**src/cie_pkg.sv**
```systemverilog
// constants, types and opcode layout for the instruction subset core
package cie_pkg;
   localparam int unsigned DATA_W = 8;
   localparam int unsigned ADDR_W = 16;
   localparam int unsigned CYC_W = 3;

   // addressing modes
   typedef enum logic [2:0] {
      MODE_INH_A, MODE_INH_X, MODE_IMM, MODE_DIR, MODE_EXT, MODE_IX,
      MODE_INDEXED_BYTE_OFFSET, MODE_INDEXED_WORD_OFFSET
   } cie_mode_t;

   // operations
   typedef enum logic [3:0] {
      OP_NONE, OP_ONES_COMPLEMENT, OP_COMPARE_INDEX, OP_DECREMENT, OP_EXCLUSIVE_OR, OP_INCREMENT,
      OP_JUMP, OP_CALL_SUBROUTINE, OP_LOAD_ACCUMULATOR, OP_LOAD_INDEX, OP_SHIFT_LEFT
   } cie_op_t;

   // sequencer states
   typedef enum logic [8:0] {
      ST_FETCH = 9'h001, ST_OPHI = 9'h002, ST_OPLO = 9'h004, ST_READ = 9'h008, ST_WRITE = 9'h010,
      ST_EXEC = 9'h020, ST_PUSHL = 9'h040, ST_PUSHH = 9'h080, ST_WAIT = 9'h100
   } cie_state_t;

   // opcode high nibble: addressing mode
   localparam logic [3:0] HI_RMW_DIR = 4'h3;
   localparam logic [3:0] HI_INH_A = 4'h4;
   localparam logic [3:0] HI_INH_X = 4'h5;
   localparam logic [3:0] HI_RMW_IXB = 4'h6;
   localparam logic [3:0] HI_RMW_IX = 4'h7;
   localparam logic [3:0] HI_IMM = 4'ha;
   localparam logic [3:0] HI_DIR = 4'hb;
   localparam logic [3:0] HI_EXT = 4'hc;
   localparam logic [3:0] HI_IXW = 4'hd;
   localparam logic [3:0] HI_IXB = 4'he;
   localparam logic [3:0] HI_IX = 4'hf;
   // opcode low nibble: operation
   localparam logic [3:0] LO_COMPL = 4'h3;
   localparam logic [3:0] LO_SHL = 4'h8;
   localparam logic [3:0] LO_DECR = 4'ha;
   localparam logic [3:0] LO_INCR = 4'hc;
   localparam logic [3:0] LO_CMPX = 4'h3;
   localparam logic [3:0] LO_LDACC = 4'h6;
   localparam logic [3:0] LO_XOR = 4'h8;
   localparam logic [3:0] LO_JUMP = 4'hc;
   localparam logic [3:0] LO_CALL = 4'hd;
   localparam logic [3:0] LO_LDIDX = 4'he;

   // cycle counts
   localparam logic [CYC_W-1:0] CYC_ILLEGAL = 3'h1;
   localparam logic [CYC_W-1:0] CYC_RMW_INH = 3'h3;
   localparam logic [CYC_W-1:0] CYC_RMW_MEM = 3'h5;
   localparam logic [CYC_W-1:0] CYC_RMW_IXB = 3'h6;
   localparam logic [CYC_W-1:0] CYC_IMM = 3'h2;
   localparam logic [CYC_W-1:0] CYC_DIR = 3'h3;
   localparam logic [CYC_W-1:0] CYC_EXT = 3'h4;
   localparam logic [CYC_W-1:0] CYC_IX = 3'h3;
   localparam logic [CYC_W-1:0] CYC_IXB = 3'h4;
   localparam logic [CYC_W-1:0] CYC_IXW = 3'h5;
   localparam logic [CYC_W-1:0] CYC_JUMP_LESS = 3'h1;
   localparam logic [CYC_W-1:0] CYC_CALL_MORE = 3'h2;

   // condition code layout and reset values
   localparam int unsigned FLAG_W = 5;
   localparam int unsigned FLAG_N = 2;
   localparam int unsigned FLAG_Z = 1;
   localparam int unsigned FLAG_C = 0;
   localparam logic [4:0] RST_FLAGS = 5'h08;
   localparam logic [7:0] RST_SP = 8'hff;
   localparam logic [7:0] RST_REG = 8'h00;
   localparam logic [7:0] ZERO_PAGE = 8'h00;
endpackage : cie_pkg

```
**src/cie_dec_if.sv**
```systemverilog
// decoded instruction fields passed from decoder to sequencer
`timescale 1ns/100ps
interface cie_dec_if;
   cie_pkg::cie_op_t op;
   cie_pkg::cie_mode_t mode;
   logic [cie_pkg::CYC_W-1:0] cycles;
   logic legal;
   logic rmw;
   modport dec (output op, output mode, output cycles, output legal, output rmw);
   modport core (input op, input mode, input cycles, input legal, input rmw);
endinterface : cie_dec_if

```
**src/cie_alu.sv**
```systemverilog
// result and condition codes for the data operations
`timescale 1ns/100ps
module cie_alu (
   // operation and operands
   input wire cie_pkg::cie_op_t i_op,
   input wire logic [7:0] i_opnd,
   input wire logic [7:0] i_acc,
   input wire logic [7:0] i_idx,
   // result and flags
   output logic [7:0] o_res,
   output logic o_n,
   output logic o_z,
   output logic o_c,
   output logic o_c_upd
);
   always_comb begin
      o_res = i_opnd;
      o_c = 1'b0;
      o_c_upd = 1'b0;
      case (i_op)
         cie_pkg::OP_ONES_COMPLEMENT: begin
            o_res = ~i_opnd;
            o_c = 1'b1;
            o_c_upd = 1'b1;
         end
         cie_pkg::OP_COMPARE_INDEX: begin
            o_res = i_idx - i_opnd;
            o_c = (~i_idx[7] & i_opnd[7]) | (i_opnd[7] & o_res[7]) | (o_res[7] & ~i_idx[7]);
            o_c_upd = 1'b1;
         end
         cie_pkg::OP_DECREMENT: o_res = i_opnd - 8'h01;
         cie_pkg::OP_INCREMENT: o_res = i_opnd + 8'h01;
         cie_pkg::OP_EXCLUSIVE_OR: o_res = i_acc ^ i_opnd;
         cie_pkg::OP_SHIFT_LEFT: begin
            o_res = {i_opnd[6:0], 1'b0};
            o_c = i_opnd[7];
            o_c_upd = 1'b1;
         end
         default: o_res = i_opnd;
      endcase
   end

   assign o_n = o_res[7];
   assign o_z = (o_res == 8'h00);
endmodule : cie_alu

```
**src/cie_core.sv**
```systemverilog
// instruction subset sequencer: fetch, address, execute, stack
//
// Functional notes
// - ones-complement opcodes 43,53,33,73,63 take 3,3,5,5,6 cycles.
// - compare-index computes index minus operand, sets flags, writes nothing back.
// - compare-index carry is the borrow from index, operand and result bit 7.
// - compare-index opcodes A3,B3,C3,F3,E3,D3 take 2,3,4,3,4,5 cycles.
// - decrement subtracts one from accumulator, index or memory; carry untouched.
// - decrement opcodes 4A,5A,3A,7A,6A take 3,3,5,5,6 cycles.
// - exclusive-or of accumulator and operand goes into accumulator, flags updated.
// - exclusive-or opcodes A8,B8,C8,F8,E8,D8 take 2,3,4,3,4,5 cycles.
// - increment adds one to accumulator, index or memory; carry untouched.
// - increment opcodes 4C,5C,3C,7C,6C take 3,3,5,5,6 cycles.
// - jump loads program counter with effective address; opcodes BC,CC,FC,EC,DC.
// - call pushes return low then high byte, decrementing stack each push.
// - unused high program counter bits stack as ones; stack points at next free.
// - call opcodes BD,CD,FD,ED,DD take 5,6,5,6,7 cycles; flags kept.
// - call return address is past the 1, 2 or 3 instruction bytes.
// - load accumulator copies operand and sets flags; opcodes A6..D6.
// - load index copies operand and sets flags; opcodes AE..DE.
// - shift left moves bits up, zero into bit 0, carry from bit 7.
// - shift-left opcodes 48,58,38,78,68 take 3,3,5,5,6 cycles.
// - ones-complement inverts every bit of its operand.
`timescale 1ns/100ps
module cie_core #(
   parameter int unsigned PC_W = 13,
   parameter logic [15:0] RESET_PC = 16'h0000
) (
   // clock and reset
   input wire logic i_clk,
   input wire logic i_rst_n,
   // memory bus, read data combinational from o_addr
   input wire logic [7:0] i_rdata,
   output logic [15:0] o_addr,
   output logic [7:0] o_wdata,
   output logic o_we,
   output logic o_re,
   // cpu state
   output logic [7:0] o_acc,
   output logic [7:0] o_idx,
   output logic [4:0] o_flags,
   output logic [15:0] o_pc,
   output logic [7:0] o_sp,
   output logic o_fetch,
   output logic o_illegal
);
   if (PC_W < 9 || PC_W > 16) begin : g_bad_pc_w
      $error("PC_W must lie between 9 and 16");
   end

   // bits above the implemented counter, forced high when stacked
   localparam logic [15:0] PC_FILL = 16'hffff << PC_W;

   cie_pkg::cie_state_t state_q, state_d;
   logic [2:0] cyc_q, cyc_d;
   logic [PC_W-1:0] pc_q, pc_d;
   logic [7:0] ir_q, ir_d, hi_q, hi_d;
   logic [15:0] ea_q, ea_d, addr_q, addr_d;
   logic [7:0] acc_q, acc_d, idx_q, idx_d, sp_q, sp_d, wdata_q, wdata_d;
   logic [4:0] flags_q, flags_d;
   logic we_q, we_d, re_q, re_d, illegal_q, illegal_d;

   cie_dec_if dec_if ();

   // decode the opcode on the bus during fetch, the held one afterwards
   wire [7:0] opcode_w = (state_q == cie_pkg::ST_FETCH) ? i_rdata : ir_q;

   cie_decoder u_dec (
      .i_opcode(opcode_w),
      .dec(dec_if)
   );

   wire is_jump_w = (dec_if.op == cie_pkg::OP_JUMP);
   wire is_call_w = (dec_if.op == cie_pkg::OP_CALL_SUBROUTINE);
   wire is_flow_w = is_jump_w || is_call_w;
   wire is_inh_w = (dec_if.mode == cie_pkg::MODE_INH_A) || (dec_if.mode == cie_pkg::MODE_INH_X);
   wire last_w = (cyc_q == dec_if.cycles - 3'h1);
   wire [PC_W-1:0] pc_inc_w = pc_q + 1'b1;
   wire [15:0] pc_full_w = 16'(pc_d);
   wire [15:0] idx_ext_w = {8'h00, idx_q};

   // effective address from the operand byte now on the bus
   wire [15:0] ea_w = (dec_if.mode == cie_pkg::MODE_DIR) ? {cie_pkg::ZERO_PAGE, i_rdata}
      : (dec_if.mode == cie_pkg::MODE_EXT) ? {hi_q, i_rdata}
      : (dec_if.mode == cie_pkg::MODE_IX) ? idx_ext_w
      : (dec_if.mode == cie_pkg::MODE_INDEXED_BYTE_OFFSET) ? {8'h00, i_rdata} + idx_ext_w
      : {hi_q, i_rdata} + idx_ext_w;

   // data operations run on the register in exec, else on bus data
   wire [7:0] alu_opnd_w = (state_q != cie_pkg::ST_EXEC) ? i_rdata
      : (dec_if.mode == cie_pkg::MODE_INH_X) ? idx_q : acc_q;
   wire alu_do_w = !is_flow_w && dec_if.legal && ((state_q == cie_pkg::ST_READ)
      || (state_q == cie_pkg::ST_EXEC && is_inh_w)
      || (state_q == cie_pkg::ST_OPLO && dec_if.mode == cie_pkg::MODE_IMM));
   wire to_acc_w = (dec_if.op == cie_pkg::OP_LOAD_ACCUMULATOR) || (dec_if.op == cie_pkg::OP_EXCLUSIVE_OR)
      || (dec_if.rmw && dec_if.mode == cie_pkg::MODE_INH_A);
   wire to_idx_w = (dec_if.op == cie_pkg::OP_LOAD_INDEX) || (dec_if.rmw && dec_if.mode == cie_pkg::MODE_INH_X);
   wire [cie_pkg::CYC_W-1:0] unused_cyc_w = '0;
   wire cie_pkg::cie_state_t done_st_w = last_w ? cie_pkg::ST_FETCH : cie_pkg::ST_WAIT;

   logic [7:0] alu_res;
   logic alu_n, alu_z, alu_c, alu_c_upd;

   cie_alu u_alu (
      .i_op(dec_if.op),
      .i_opnd(alu_opnd_w),
      .i_acc(acc_q),
      .i_idx(idx_q),
      .o_res(alu_res),
      .o_n(alu_n),
      .o_z(alu_z),
      .o_c(alu_c),
      .o_c_upd(alu_c_upd)
   );

   always_comb begin
      state_d = state_q;
      cyc_d = cyc_q + 3'h1;
      pc_d = pc_q;
      ir_d = ir_q;
      hi_d = hi_q;
      ea_d = ea_q;
      acc_d = acc_q;
      idx_d = idx_q;
      flags_d = flags_q;
      sp_d = sp_q;
      wdata_d = wdata_q;
      illegal_d = 1'b0;
      unique case (state_q)
         cie_pkg::ST_FETCH: begin
            ir_d = i_rdata;
            pc_d = pc_inc_w;
            if (!dec_if.legal) begin
               illegal_d = 1'b1;
               state_d = cie_pkg::ST_FETCH;
            end else begin
               unique case (dec_if.mode)
                  cie_pkg::MODE_INH_A, cie_pkg::MODE_INH_X: state_d = cie_pkg::ST_EXEC;
                  cie_pkg::MODE_IMM, cie_pkg::MODE_DIR, cie_pkg::MODE_INDEXED_BYTE_OFFSET: state_d = cie_pkg::ST_OPLO;
                  cie_pkg::MODE_EXT, cie_pkg::MODE_INDEXED_WORD_OFFSET: state_d = cie_pkg::ST_OPHI;
                  cie_pkg::MODE_IX: begin
                     ea_d = ea_w;
                     state_d = is_call_w ? cie_pkg::ST_PUSHL : is_jump_w ? cie_pkg::ST_EXEC : cie_pkg::ST_READ;
                  end
               endcase
            end
         end
         cie_pkg::ST_OPHI: begin
            hi_d = i_rdata;
            pc_d = pc_inc_w;
            state_d = cie_pkg::ST_OPLO;
         end
         cie_pkg::ST_OPLO: begin
            pc_d = pc_inc_w;
            ea_d = ea_w;
            if (dec_if.mode == cie_pkg::MODE_IMM) begin
               state_d = done_st_w;
            end else if (is_jump_w) begin
               pc_d = ea_w[PC_W-1:0];
               state_d = done_st_w;
            end else begin
               state_d = is_call_w ? cie_pkg::ST_PUSHL : cie_pkg::ST_READ;
            end
         end
         cie_pkg::ST_READ: begin
            if (dec_if.rmw) begin
               wdata_d = alu_res;
               state_d = cie_pkg::ST_WRITE;
            end else begin
               state_d = done_st_w;
            end
         end
         cie_pkg::ST_WRITE: state_d = done_st_w;
         cie_pkg::ST_EXEC: begin
            if (is_jump_w) begin
               pc_d = ea_q[PC_W-1:0];
            end
            state_d = done_st_w;
         end
         cie_pkg::ST_PUSHL: begin
            sp_d = sp_q - 8'h01;
            state_d = cie_pkg::ST_PUSHH;
         end
         cie_pkg::ST_PUSHH: begin
            sp_d = sp_q - 8'h01;
            pc_d = ea_q[PC_W-1:0];
            state_d = done_st_w;
         end
         cie_pkg::ST_WAIT: begin
            if (last_w) begin
               state_d = cie_pkg::ST_FETCH;
            end
         end
      endcase
      if (alu_do_w) begin
         if (to_acc_w) begin
            acc_d = alu_res;
         end
         if (to_idx_w) begin
            idx_d = alu_res;
         end
         flags_d[cie_pkg::FLAG_N] = alu_n;
         flags_d[cie_pkg::FLAG_Z] = alu_z;
         if (alu_c_upd) begin
            flags_d[cie_pkg::FLAG_C] = alu_c;
         end
      end
      if (state_d == cie_pkg::ST_FETCH) begin
         cyc_d = unused_cyc_w;
      end
   end

   // bus cycle for the state about to run
   assign re_d = (state_d == cie_pkg::ST_FETCH) || (state_d == cie_pkg::ST_OPHI)
      || (state_d == cie_pkg::ST_OPLO) || (state_d == cie_pkg::ST_READ);
   assign we_d = (state_d == cie_pkg::ST_WRITE) || (state_d == cie_pkg::ST_PUSHL) || (state_d == cie_pkg::ST_PUSHH);
   assign addr_d = ((state_d == cie_pkg::ST_READ) || (state_d == cie_pkg::ST_WRITE)) ? ea_d
      : ((state_d == cie_pkg::ST_PUSHL) || (state_d == cie_pkg::ST_PUSHH)) ? {cie_pkg::ZERO_PAGE, sp_d}
      : (state_d == cie_pkg::ST_WAIT || state_d == cie_pkg::ST_EXEC) ? addr_q : pc_full_w;
   wire [7:0] push_w = (state_d == cie_pkg::ST_PUSHL) ? pc_full_w[7:0]
      : (pc_full_w[15:8] | PC_FILL[15:8]);
   wire [7:0] wdata_nx_w = ((state_d == cie_pkg::ST_PUSHL) || (state_d == cie_pkg::ST_PUSHH)) ? push_w : wdata_d;

   always_ff @(posedge i_clk or negedge i_rst_n) begin
      if (!i_rst_n) begin
         state_q <= cie_pkg::ST_FETCH;
         cyc_q <= '0;
         pc_q <= RESET_PC[PC_W-1:0];
         ir_q <= cie_pkg::RST_REG;
         hi_q <= cie_pkg::RST_REG;
         ea_q <= '0;
         addr_q <= 16'(RESET_PC[PC_W-1:0]);
         acc_q <= cie_pkg::RST_REG;
         idx_q <= cie_pkg::RST_REG;
         sp_q <= cie_pkg::RST_SP;
         flags_q <= cie_pkg::RST_FLAGS;
         wdata_q <= cie_pkg::RST_REG;
         we_q <= 1'b0;
         re_q <= 1'b1;
         illegal_q <= 1'b0;
      end else begin
         state_q <= state_d;
         cyc_q <= cyc_d;
         pc_q <= pc_d;
         ir_q <= ir_d;
         hi_q <= hi_d;
         ea_q <= ea_d;
         addr_q <= addr_d;
         acc_q <= acc_d;
         idx_q <= idx_d;
         sp_q <= sp_d;
         flags_q <= flags_d;
         wdata_q <= wdata_nx_w;
         we_q <= we_d;
         re_q <= re_d;
         illegal_q <= illegal_d;
      end
   end

   assign o_addr = addr_q;
   assign o_wdata = wdata_q;
   assign o_we = we_q;
   assign o_re = re_q;
   assign o_acc = acc_q;
   assign o_idx = idx_q;
   assign o_flags = flags_q;
   assign o_pc = 16'(pc_q);
   assign o_sp = sp_q;
   assign o_fetch = (state_q == cie_pkg::ST_FETCH);
   assign o_illegal = illegal_q;

   wire fetch_w = (state_q == cie_pkg::ST_FETCH);
endmodule : cie_core

```
**src/cie_decoder.sv**
```systemverilog
// opcode to operation, mode and cycle count
`timescale 1ns/100ps
module cie_decoder (
   // opcode in
   input wire logic [7:0] i_opcode,
   // decoded fields
   cie_dec_if.dec dec
);
   wire [3:0] hi_w = i_opcode[7:4];
   wire [3:0] lo_w = i_opcode[3:0];
   wire rmw_grp_w = (hi_w == cie_pkg::HI_RMW_DIR) || (hi_w == cie_pkg::HI_INH_A) || (hi_w == cie_pkg::HI_INH_X)
                    || (hi_w == cie_pkg::HI_RMW_IXB) || (hi_w == cie_pkg::HI_RMW_IX);
   wire reg_grp_w = (hi_w >= cie_pkg::HI_IMM);
   logic [cie_pkg::CYC_W-1:0] base_cyc;

   always_comb begin
      dec.mode = cie_pkg::MODE_INH_A;
      dec.op = cie_pkg::OP_NONE;
      case (hi_w)
         cie_pkg::HI_INH_X: dec.mode = cie_pkg::MODE_INH_X;
         cie_pkg::HI_RMW_DIR, cie_pkg::HI_DIR: dec.mode = cie_pkg::MODE_DIR;
         cie_pkg::HI_RMW_IX, cie_pkg::HI_IX: dec.mode = cie_pkg::MODE_IX;
         cie_pkg::HI_RMW_IXB, cie_pkg::HI_IXB: dec.mode = cie_pkg::MODE_INDEXED_BYTE_OFFSET;
         cie_pkg::HI_IMM: dec.mode = cie_pkg::MODE_IMM;
         cie_pkg::HI_EXT: dec.mode = cie_pkg::MODE_EXT;
         cie_pkg::HI_IXW: dec.mode = cie_pkg::MODE_INDEXED_WORD_OFFSET;
         default: dec.mode = cie_pkg::MODE_INH_A;
      endcase
      if (rmw_grp_w) begin
         case (lo_w)
            cie_pkg::LO_COMPL: dec.op = cie_pkg::OP_ONES_COMPLEMENT;
            cie_pkg::LO_DECR: dec.op = cie_pkg::OP_DECREMENT;
            cie_pkg::LO_INCR: dec.op = cie_pkg::OP_INCREMENT;
            cie_pkg::LO_SHL: dec.op = cie_pkg::OP_SHIFT_LEFT;
            default: dec.op = cie_pkg::OP_NONE;
         endcase
      end else if (reg_grp_w) begin
         case (lo_w)
            cie_pkg::LO_CMPX: dec.op = cie_pkg::OP_COMPARE_INDEX;
            cie_pkg::LO_XOR: dec.op = cie_pkg::OP_EXCLUSIVE_OR;
            cie_pkg::LO_LDACC: dec.op = cie_pkg::OP_LOAD_ACCUMULATOR;
            cie_pkg::LO_LDIDX: dec.op = cie_pkg::OP_LOAD_INDEX;
            // no immediate form of jump or call
            cie_pkg::LO_JUMP: dec.op = (hi_w == cie_pkg::HI_IMM) ? cie_pkg::OP_NONE : cie_pkg::OP_JUMP;
            cie_pkg::LO_CALL: dec.op = (hi_w == cie_pkg::HI_IMM) ? cie_pkg::OP_NONE
                                                                 : cie_pkg::OP_CALL_SUBROUTINE;
            default: dec.op = cie_pkg::OP_NONE;
         endcase
      end
   end

   always_comb begin
      case (dec.mode)
         cie_pkg::MODE_IMM: base_cyc = cie_pkg::CYC_IMM;
         cie_pkg::MODE_DIR: base_cyc = cie_pkg::CYC_DIR;
         cie_pkg::MODE_EXT: base_cyc = cie_pkg::CYC_EXT;
         cie_pkg::MODE_IX: base_cyc = cie_pkg::CYC_IX;
         cie_pkg::MODE_INDEXED_BYTE_OFFSET: base_cyc = cie_pkg::CYC_IXB;
         default: base_cyc = cie_pkg::CYC_IXW;
      endcase
   end

   assign dec.legal = (dec.op != cie_pkg::OP_NONE);
   assign dec.rmw = rmw_grp_w;
   assign dec.cycles = !dec.legal ? cie_pkg::CYC_ILLEGAL
      : rmw_grp_w ? ((dec.mode == cie_pkg::MODE_INH_A || dec.mode == cie_pkg::MODE_INH_X) ? cie_pkg::CYC_RMW_INH
                     : (dec.mode == cie_pkg::MODE_INDEXED_BYTE_OFFSET) ? cie_pkg::CYC_RMW_IXB
                     : cie_pkg::CYC_RMW_MEM)
      : (dec.op == cie_pkg::OP_JUMP) ? base_cyc - cie_pkg::CYC_JUMP_LESS
      : (dec.op == cie_pkg::OP_CALL_SUBROUTINE) ? base_cyc + cie_pkg::CYC_CALL_MORE
      : base_cyc;
endmodule : cie_decoder

```
**config.mk**
```make
export PLATFORM = sky130hd
export DESIGN_NAME = cie_core
export DESIGN_NICKNAME = d
export VERILOG_FILES = /design/src/cie_pkg.sv /design/src/cie_dec_if.sv /design/src/cie_alu.sv /design/src/cie_core.sv /design/src/cie_decoder.sv
export SDC_FILE = /design/constraint.sdc
export NUM_CORES = 1
export LEC_CHECK = 0
export ABC_AREA = 1
export ABC_CLOCK_PERIOD_IN_PS = 11100
export BUFFER_PORTS_ARGS = -buffer_cell sky130_fd_sc_hd__buf_2
export CORE_UTILIZATION = 35
export DETAILED_ROUTE_END_ITERATION = 10
export PLACE_DENSITY = 0.49
export SLEW_MARGIN = 20
export SYNTH_ARGS = -nofsm -noshare
export SYNTH_HDL_FRONTEND = slang
export SYNTH_SLANG_ARGS = --single-unit
```
**constraint.sdc**
```tcl
create_clock -name i_clk -period 11.1 [get_ports i_clk]
set_input_delay 0.555 -clock i_clk [delete_from_list [all_inputs] [get_ports i_clk]]
set_output_delay 0.555 -clock i_clk [all_outputs]
set_load 0.1 [all_outputs]
```
# Word level (Yosys, flattened, before mapping)
# Memory sizes are Yosys's and may differ from the RTL's.
# Index checks and enable logic that the tools add are counted.
dict set report classes {
  n_addsub 11
  n_lt_le_gt_ge 1
  n_eq_ne 51
  n_mux 52
  bitwise 8
  n_reduce_logical 44
}
# operator count
set op_table {}
lappend op_table {{16-bit two-way mux} 9}
lappend op_table {{8-bit two-way mux} 8}
lappend op_table {{9-bit one-hot mux with 7 select lines} 1}
lappend op_table {{9-bit two-way mux} 6}
lappend op_table {{13-bit one-hot mux with 4 select lines} 1}
lappend op_table {{8-bit one-hot mux with 6 select lines} 1}
lappend op_table {{13-bit two-way mux} 3}
lappend op_table {{4-bit by 3-bit equality test with 1-bit output, second input constant} 9}
lappend op_table {{4-bit equality test, second input constant} 9}
lappend op_table {{9-bit one-hot mux with 4 select lines} 1}
lappend op_table {{16-bit one-hot mux with 2 select lines} 1}
lappend op_table {{3-bit two-way mux} 8}
lappend op_table {{4-bit one-hot mux with 6 select lines} 1}
lappend op_table {{1-bit logical OR} 19}
lappend op_table {{9-bit by 1-bit equality test with 1-bit output, second input constant} 2}
lappend op_table {{9-bit by 2-bit equality test with 1-bit output, second input constant} 2}
lappend op_table {{9-bit by 3-bit equality test with 1-bit output, second input constant} 2}
lappend op_table {{9-bit by 4-bit equality test with 1-bit output, second input constant} 2}
lappend op_table {{9-bit by 5-bit equality test with 1-bit output, second input constant} 2}
lappend op_table {{9-bit by 6-bit equality test with 1-bit output, second input constant} 2}
lappend op_table {{9-bit by 7-bit equality test with 1-bit output, second input constant} 2}
lappend op_table {{9-bit by 8-bit equality test with 1-bit output, second input constant} 2}
lappend op_table {{9-bit equality test, second input constant} 2}
lappend op_table {{16-bit by 8-bit adder with 16-bit output} 1}
lappend op_table {{other kinds (39)} 71}
dict set report word_totals {
  regBits 111
  rom_bits 48
  input_bits 10
  elab_cells 184
  memories 1
}
# memory words word_bits rd rd_clocked_by_memory_dff write_ports line_no
set memory_table {}
lappend memory_table {{(name not given)} 16 3 1 0 0 cie_decoder.sv:19} ;# case (hi_w)

# Depth between registers and ports, before layout
dict set report logic_depth {
  word_depth 24
  depth_mapped 33
  depth_no_buf 33
}

# By module
# A second synthesis with hierarchy kept.
dict set report hier_totals {
  hier_cells 1321
  hier_area_um2 9049.9
}
# mod n_inst cells_per_inst area_each_um2 seq_area_each_um2
set by_module_without_submodules {}
lappend by_module_without_submodules {cie_core 1 962 7159.4 2790.2}
lappend by_module_without_submodules {cie_alu 1 246 1300.0 0.0}
lappend by_module_without_submodules {cie_decoder 1 113 590.6 0.0}

# Worst setup path before layout
# Ideal clock, no wire load.
dict set report synth_timing {
  path_type {register to register}
  from {reg state_q[0]}
  to {reg wdata_q[7], in the netlist o_wdata[7]}
  setup_ns 0.068
  arrival_time_ns 4.054
  t_required_ns 11.032
  path_slack_ns 6.979
  path_stages_with_launch 31
  n_path_buf 1
  period_less_slack_ns 4.121
  cell_sequence {dfstp_2 > inv_1 > nor2_1 > nand2_2 > nor2_4 > buf_6 > nand2_1 > nand2_2 > nand2_1 > inv_1 > nand2_1 > a21oi_1 > o21ai_0 > o21ai_0 > ha_1 > nand3_1 > nand2_1 > a21oi_1 > o21ai_0 > a21o_1 > a21oi_1 > fa_1 > inv_1 > nand2_1 > nand2_1 > nor2_1 > nand3_1 > nand2_1 > o21ai_0 > o21ai_0 > nand2_1}
}
dict set report synth_via {
  elab_chain_len 23
  word_cells_on_any_way 109
}
# item line_no
set synth_rtl {}
lappend synth_rtl {{start: declaration} cie_core.sv:54} ;# cie_pkg::cie_state_t state_q, state_d;
lappend synth_rtl {{start signal: assignment} cie_core.sv:226} ;# state_q <= cie_pkg::ST_FETCH;
lappend synth_rtl {{start signal: assignment} cie_core.sv:242} ;# state_q <= state_d;
lappend synth_rtl {{parallel branches: the longest is 23 deep, another holds memory read 16 x 3 bit} --}
lappend synth_rtl {{end signal: assignment} cie_core.sv:237} ;# wdata_q <= cie_pkg::RST_REG;
lappend synth_rtl {{end signal: assignment} cie_core.sv:253} ;# wdata_q <= wdata_nx_w;
lappend synth_rtl {{end: declaration} cie_core.sv:59} ;# logic [7:0] acc_q, acc_d, idx_q, idx_d, sp_q, sp_d, wdata_q, wdata_d;
# Several ways; the timed one is not identified. The select of a mux whose other input is x is not followed.
# A chain may end at the register's enable or synchronous reset.

# Final worst setup path
dict set report layout_timing {
  from {reg state_q[0]}
  to {reg flags_q[1], in the netlist o_flags[1]}
}
dict set report layout_via {
  elab_chain_len 13
  word_cells_on_any_way 61
}
# item line_no
set layout_rtl {}
lappend layout_rtl {{parallel branches: the longest is 13 deep, another holds 8-bit by 1-bit adder with 8-bit output} --}
lappend layout_rtl {{end signal: assignment} cie_core.sv:236} ;# flags_q <= cie_pkg::RST_FLAGS;
lappend layout_rtl {{end signal: assignment} cie_core.sv:252} ;# flags_q <= flags_d;
lappend layout_rtl {{end: declaration} cie_core.sv:60} ;# logic [4:0] flags_q, flags_d;
# Several ways; the timed one is not identified.

==> out/results.ini <==
[final_layout]
syn2layout_area_growth_pct = 10.5
antennaDiodeCount = 0
final_common_cell = nand2_1
drive_gt1_frac = 0.134
final_cell_mix = 426 x nand2_1, 155 x inv_1, 128 x nand3_1
final_nets = 1422

[clock_tree]
htreeDepth = 3
clock-sinks = 111
cts_buffer_depth = 2
hold_buffers = 0
post_cts_buffers = 0
cts-root-buf = clkbuf_16
clk_latency_ns = 0.38
ctsResizeCount = 0
cts_tree = built
clkTransAtPathRegs_ns = 0.08
numCtsBuffers = 9

[sta]
fin_crit_sh = 0.471
fin_ws_ns = 5.87
finalSetupViolCount = 0
rsz0062_at_grt = no
fin_crit_ns = 5.23
finClkSkew_ns = 0.0193
final_max_slew_viol_count = 0
tns_ns = 0
fmax_mhz = 191
hold_violations = 0
worstMarginPinSlew_ns = 0.903
slew_headroom = 0.391

[routing]
drtPass1Iterations = 5
antenna_left = 0
drt_iter0_markers = 626
detail_route.wirelength_um = 30800
drc = 0
vias = 8627
post_drt_wl_per_cell_um = 18.0
vias_per_cell = 5.04

[synthesis]
yosysSeqAreaShare = 0.317
async_flop_share = 1.00
yosys_most_used_dff = dfrtp_1
yosysWarningCount = 0
yosys-top-cells-area = dfrtp_1 29%, nand2_1 18%, nand3_1 7.3%
ys_seq_elements = 111
ys_types = 50
synth_edf_count = 0
synthCells = 1321
syn_area_mm2 = 0.00881
synth_top_cell_area_share = 0.287
yosysTopAreaCell = dfrtp_1
syn_area_per_cell_um2 = 6.67

[run_status]
status = finished clean

[global_route]
grt_usage = 0.244
antenna_found_initial = 0
grt_max_degree = 59
overflow = 0
grt_pass1_vias = 8128
grt_pass1_wl_um = 47800

[critical_path]
cp.required_ns = 11.41
startpoint_type = register
cp-end-kind = register
arrival_ns = 5.54
cp_max_fo = 29
critPathKind = register to register
cpMaxStageDelayCell = nor2_4
critPathMaxStageDelay_ns = 0.61
cpMostUsedCell = nand2_1

[floorplan]
core_mm2 = 0.0245
io_pins = 83
die_x_um = 161
core.rowCount = 57
dieArea_mm2 = 0.0258
start_util = 0.359
die_y_um = 161

[placement]
numPortBuffers = 77
dp_hpwl_um = 23700
gp_congestion = 0.887
place_ws_ns = 5.92

[run]
drv_cap = 0

[hold_path]
min_path_type = input port to async pin

cell families after synthesis:
logic type | share of synthesized area
fa+ha+maj | 0.0460
flops | 0.317
buf+inv | 0.102
simple gates | 0.378
compound gates | 0.123
other cells | 0.000853
xor+xnor | 0.0338
worst max-delay path, delay by kind of cell (launching register included):
family / cells / cell delay (ns)
flops: 1 / 0.53
buf+inv: 3 / 0.18
compound gates: 6 / 1.16
fa+ha+maj: 2 / 0.90
simple gates: 18 / 2.40
layout make-up:
| class | count | area, µm² |
|---|---|---|
| inverters | 173 | 652 |
| clock inverters | 7 | 83.8 |
| well taps | 324 | 405 |
| flip-flops and latches | 111 | 2790 |
| multi-input cells | 1003 | 5140 |
| fillers | 2759 | 14800 |
| clock buffers | 9 | 225 |
| repair buffers | 84 | 440 |
path summary, 6_finish.rpt:
| path | startpoint | to | slack [ns] | cells past startpoint |
|---|---|---|---|---|
| max | state_q[0]$_DFF_PN1_ | o_flags[1]$_DFFE_PN0P_ | 5.87 | 29 |
| min in group i_clk | o_addr[15]$_DFFE_PN0P_ | o_addr[15]$_DFFE_PN0P_ | 0.48 | 2 |
| max in group asynchronous | i_rst_n | ir_q[0]$_DFF_PN0_ | 9.57 | 2 |
| min reg2reg | o_addr[15]$_DFFE_PN0P_ | o_addr[15]$_DFFE_PN0P_ | 0.48 | 2 |
| max reg2reg | state_q[0]$_DFF_PN1_ | o_flags[1]$_DFFE_PN0P_ | 5.87 | 29 |
| min | i_rst_n | o_illegal$_DFF_PN0_ | 0.28 | 1 |
stage by stage:
step / cells / instance area (µm²) / hold slack [ns] / util
5_1_grt: 1711 / 9730 / 0.346 / 0.397
4_1_cts: 1711 / 9730 / 0.326 / 0.397
3_3_place_gp: 1695 / 9420 / 0.451 / 0.384
3_5_place_dp: 1695 / 9420 / 0.460 / 0.384
6_report: 1711 / 9730 / 0.285 / 0.397
2_1_floorplan: 1324 / 8820 / 0.259 / -
synth_stat cells (2+ instances only):
library cell  instances
a211oi_1             10
a21o_1                5
a21oi_1              31
a21oi_2               2
a31o_2                2
a31oi_1               6
and2_1                2
and3_1                2
buf_1                 3
buf_2                 6
buf_4                12
buf_6                 7
clkbuf_1              9
conb_1                2
dfrtp_1             101
dfstp_2              10
fa_1                  4
ha_1                 26
inv_1               155
inv_2                16
nand2_1             426
nand2_2              21
nand2_4               8
nand3_1             128
nand3_2               4
nand3_4               2
nand3b_1              5
nand4_1              17
nor2_1              108
nor2_2                7
nor2_4                8
nor3_1               11
nor4_1                2
o211ai_1             16
o21ai_0              68
o21ai_1              11
o21bai_1              5
o221ai_1              6
o22ai_1              13
or2_2                 2
xnor2_1              10
xor2_1               24
routing by layer:
| layer | part of all wire | global-route usage |
|---|---|---|
| met1 | 0.49 | 0.353 |
| met2 | 0.44 | 0.375 |
| met3 | 0.041 | 0.0269 |
| met4 | 0.026 | 0.0818 |
| met5 | 0 | 0 |
state kept, by name, indices dropped and copies added, names as in the netlist:
| register | flops |
|---|---|
| ea_q | 16 |
| o_sp | 8 |
| o_idx | 8 |
| state_q | 9 |
| o_acc | 8 |
| ir_q | 8 |
| o_re | 1 |
| pc_q | 13 |
| o_addr | 16 |
| o_flags | 3 |
| hi_q | 8 |
| cyc_q | 3 |
| o_wdata | 8 |
| o_we | 1 |
| o_illegal | 1 |
Power is not shown: default switching activity piles up to over one toggle a cycle in this logic, so the estimate is an artifact.
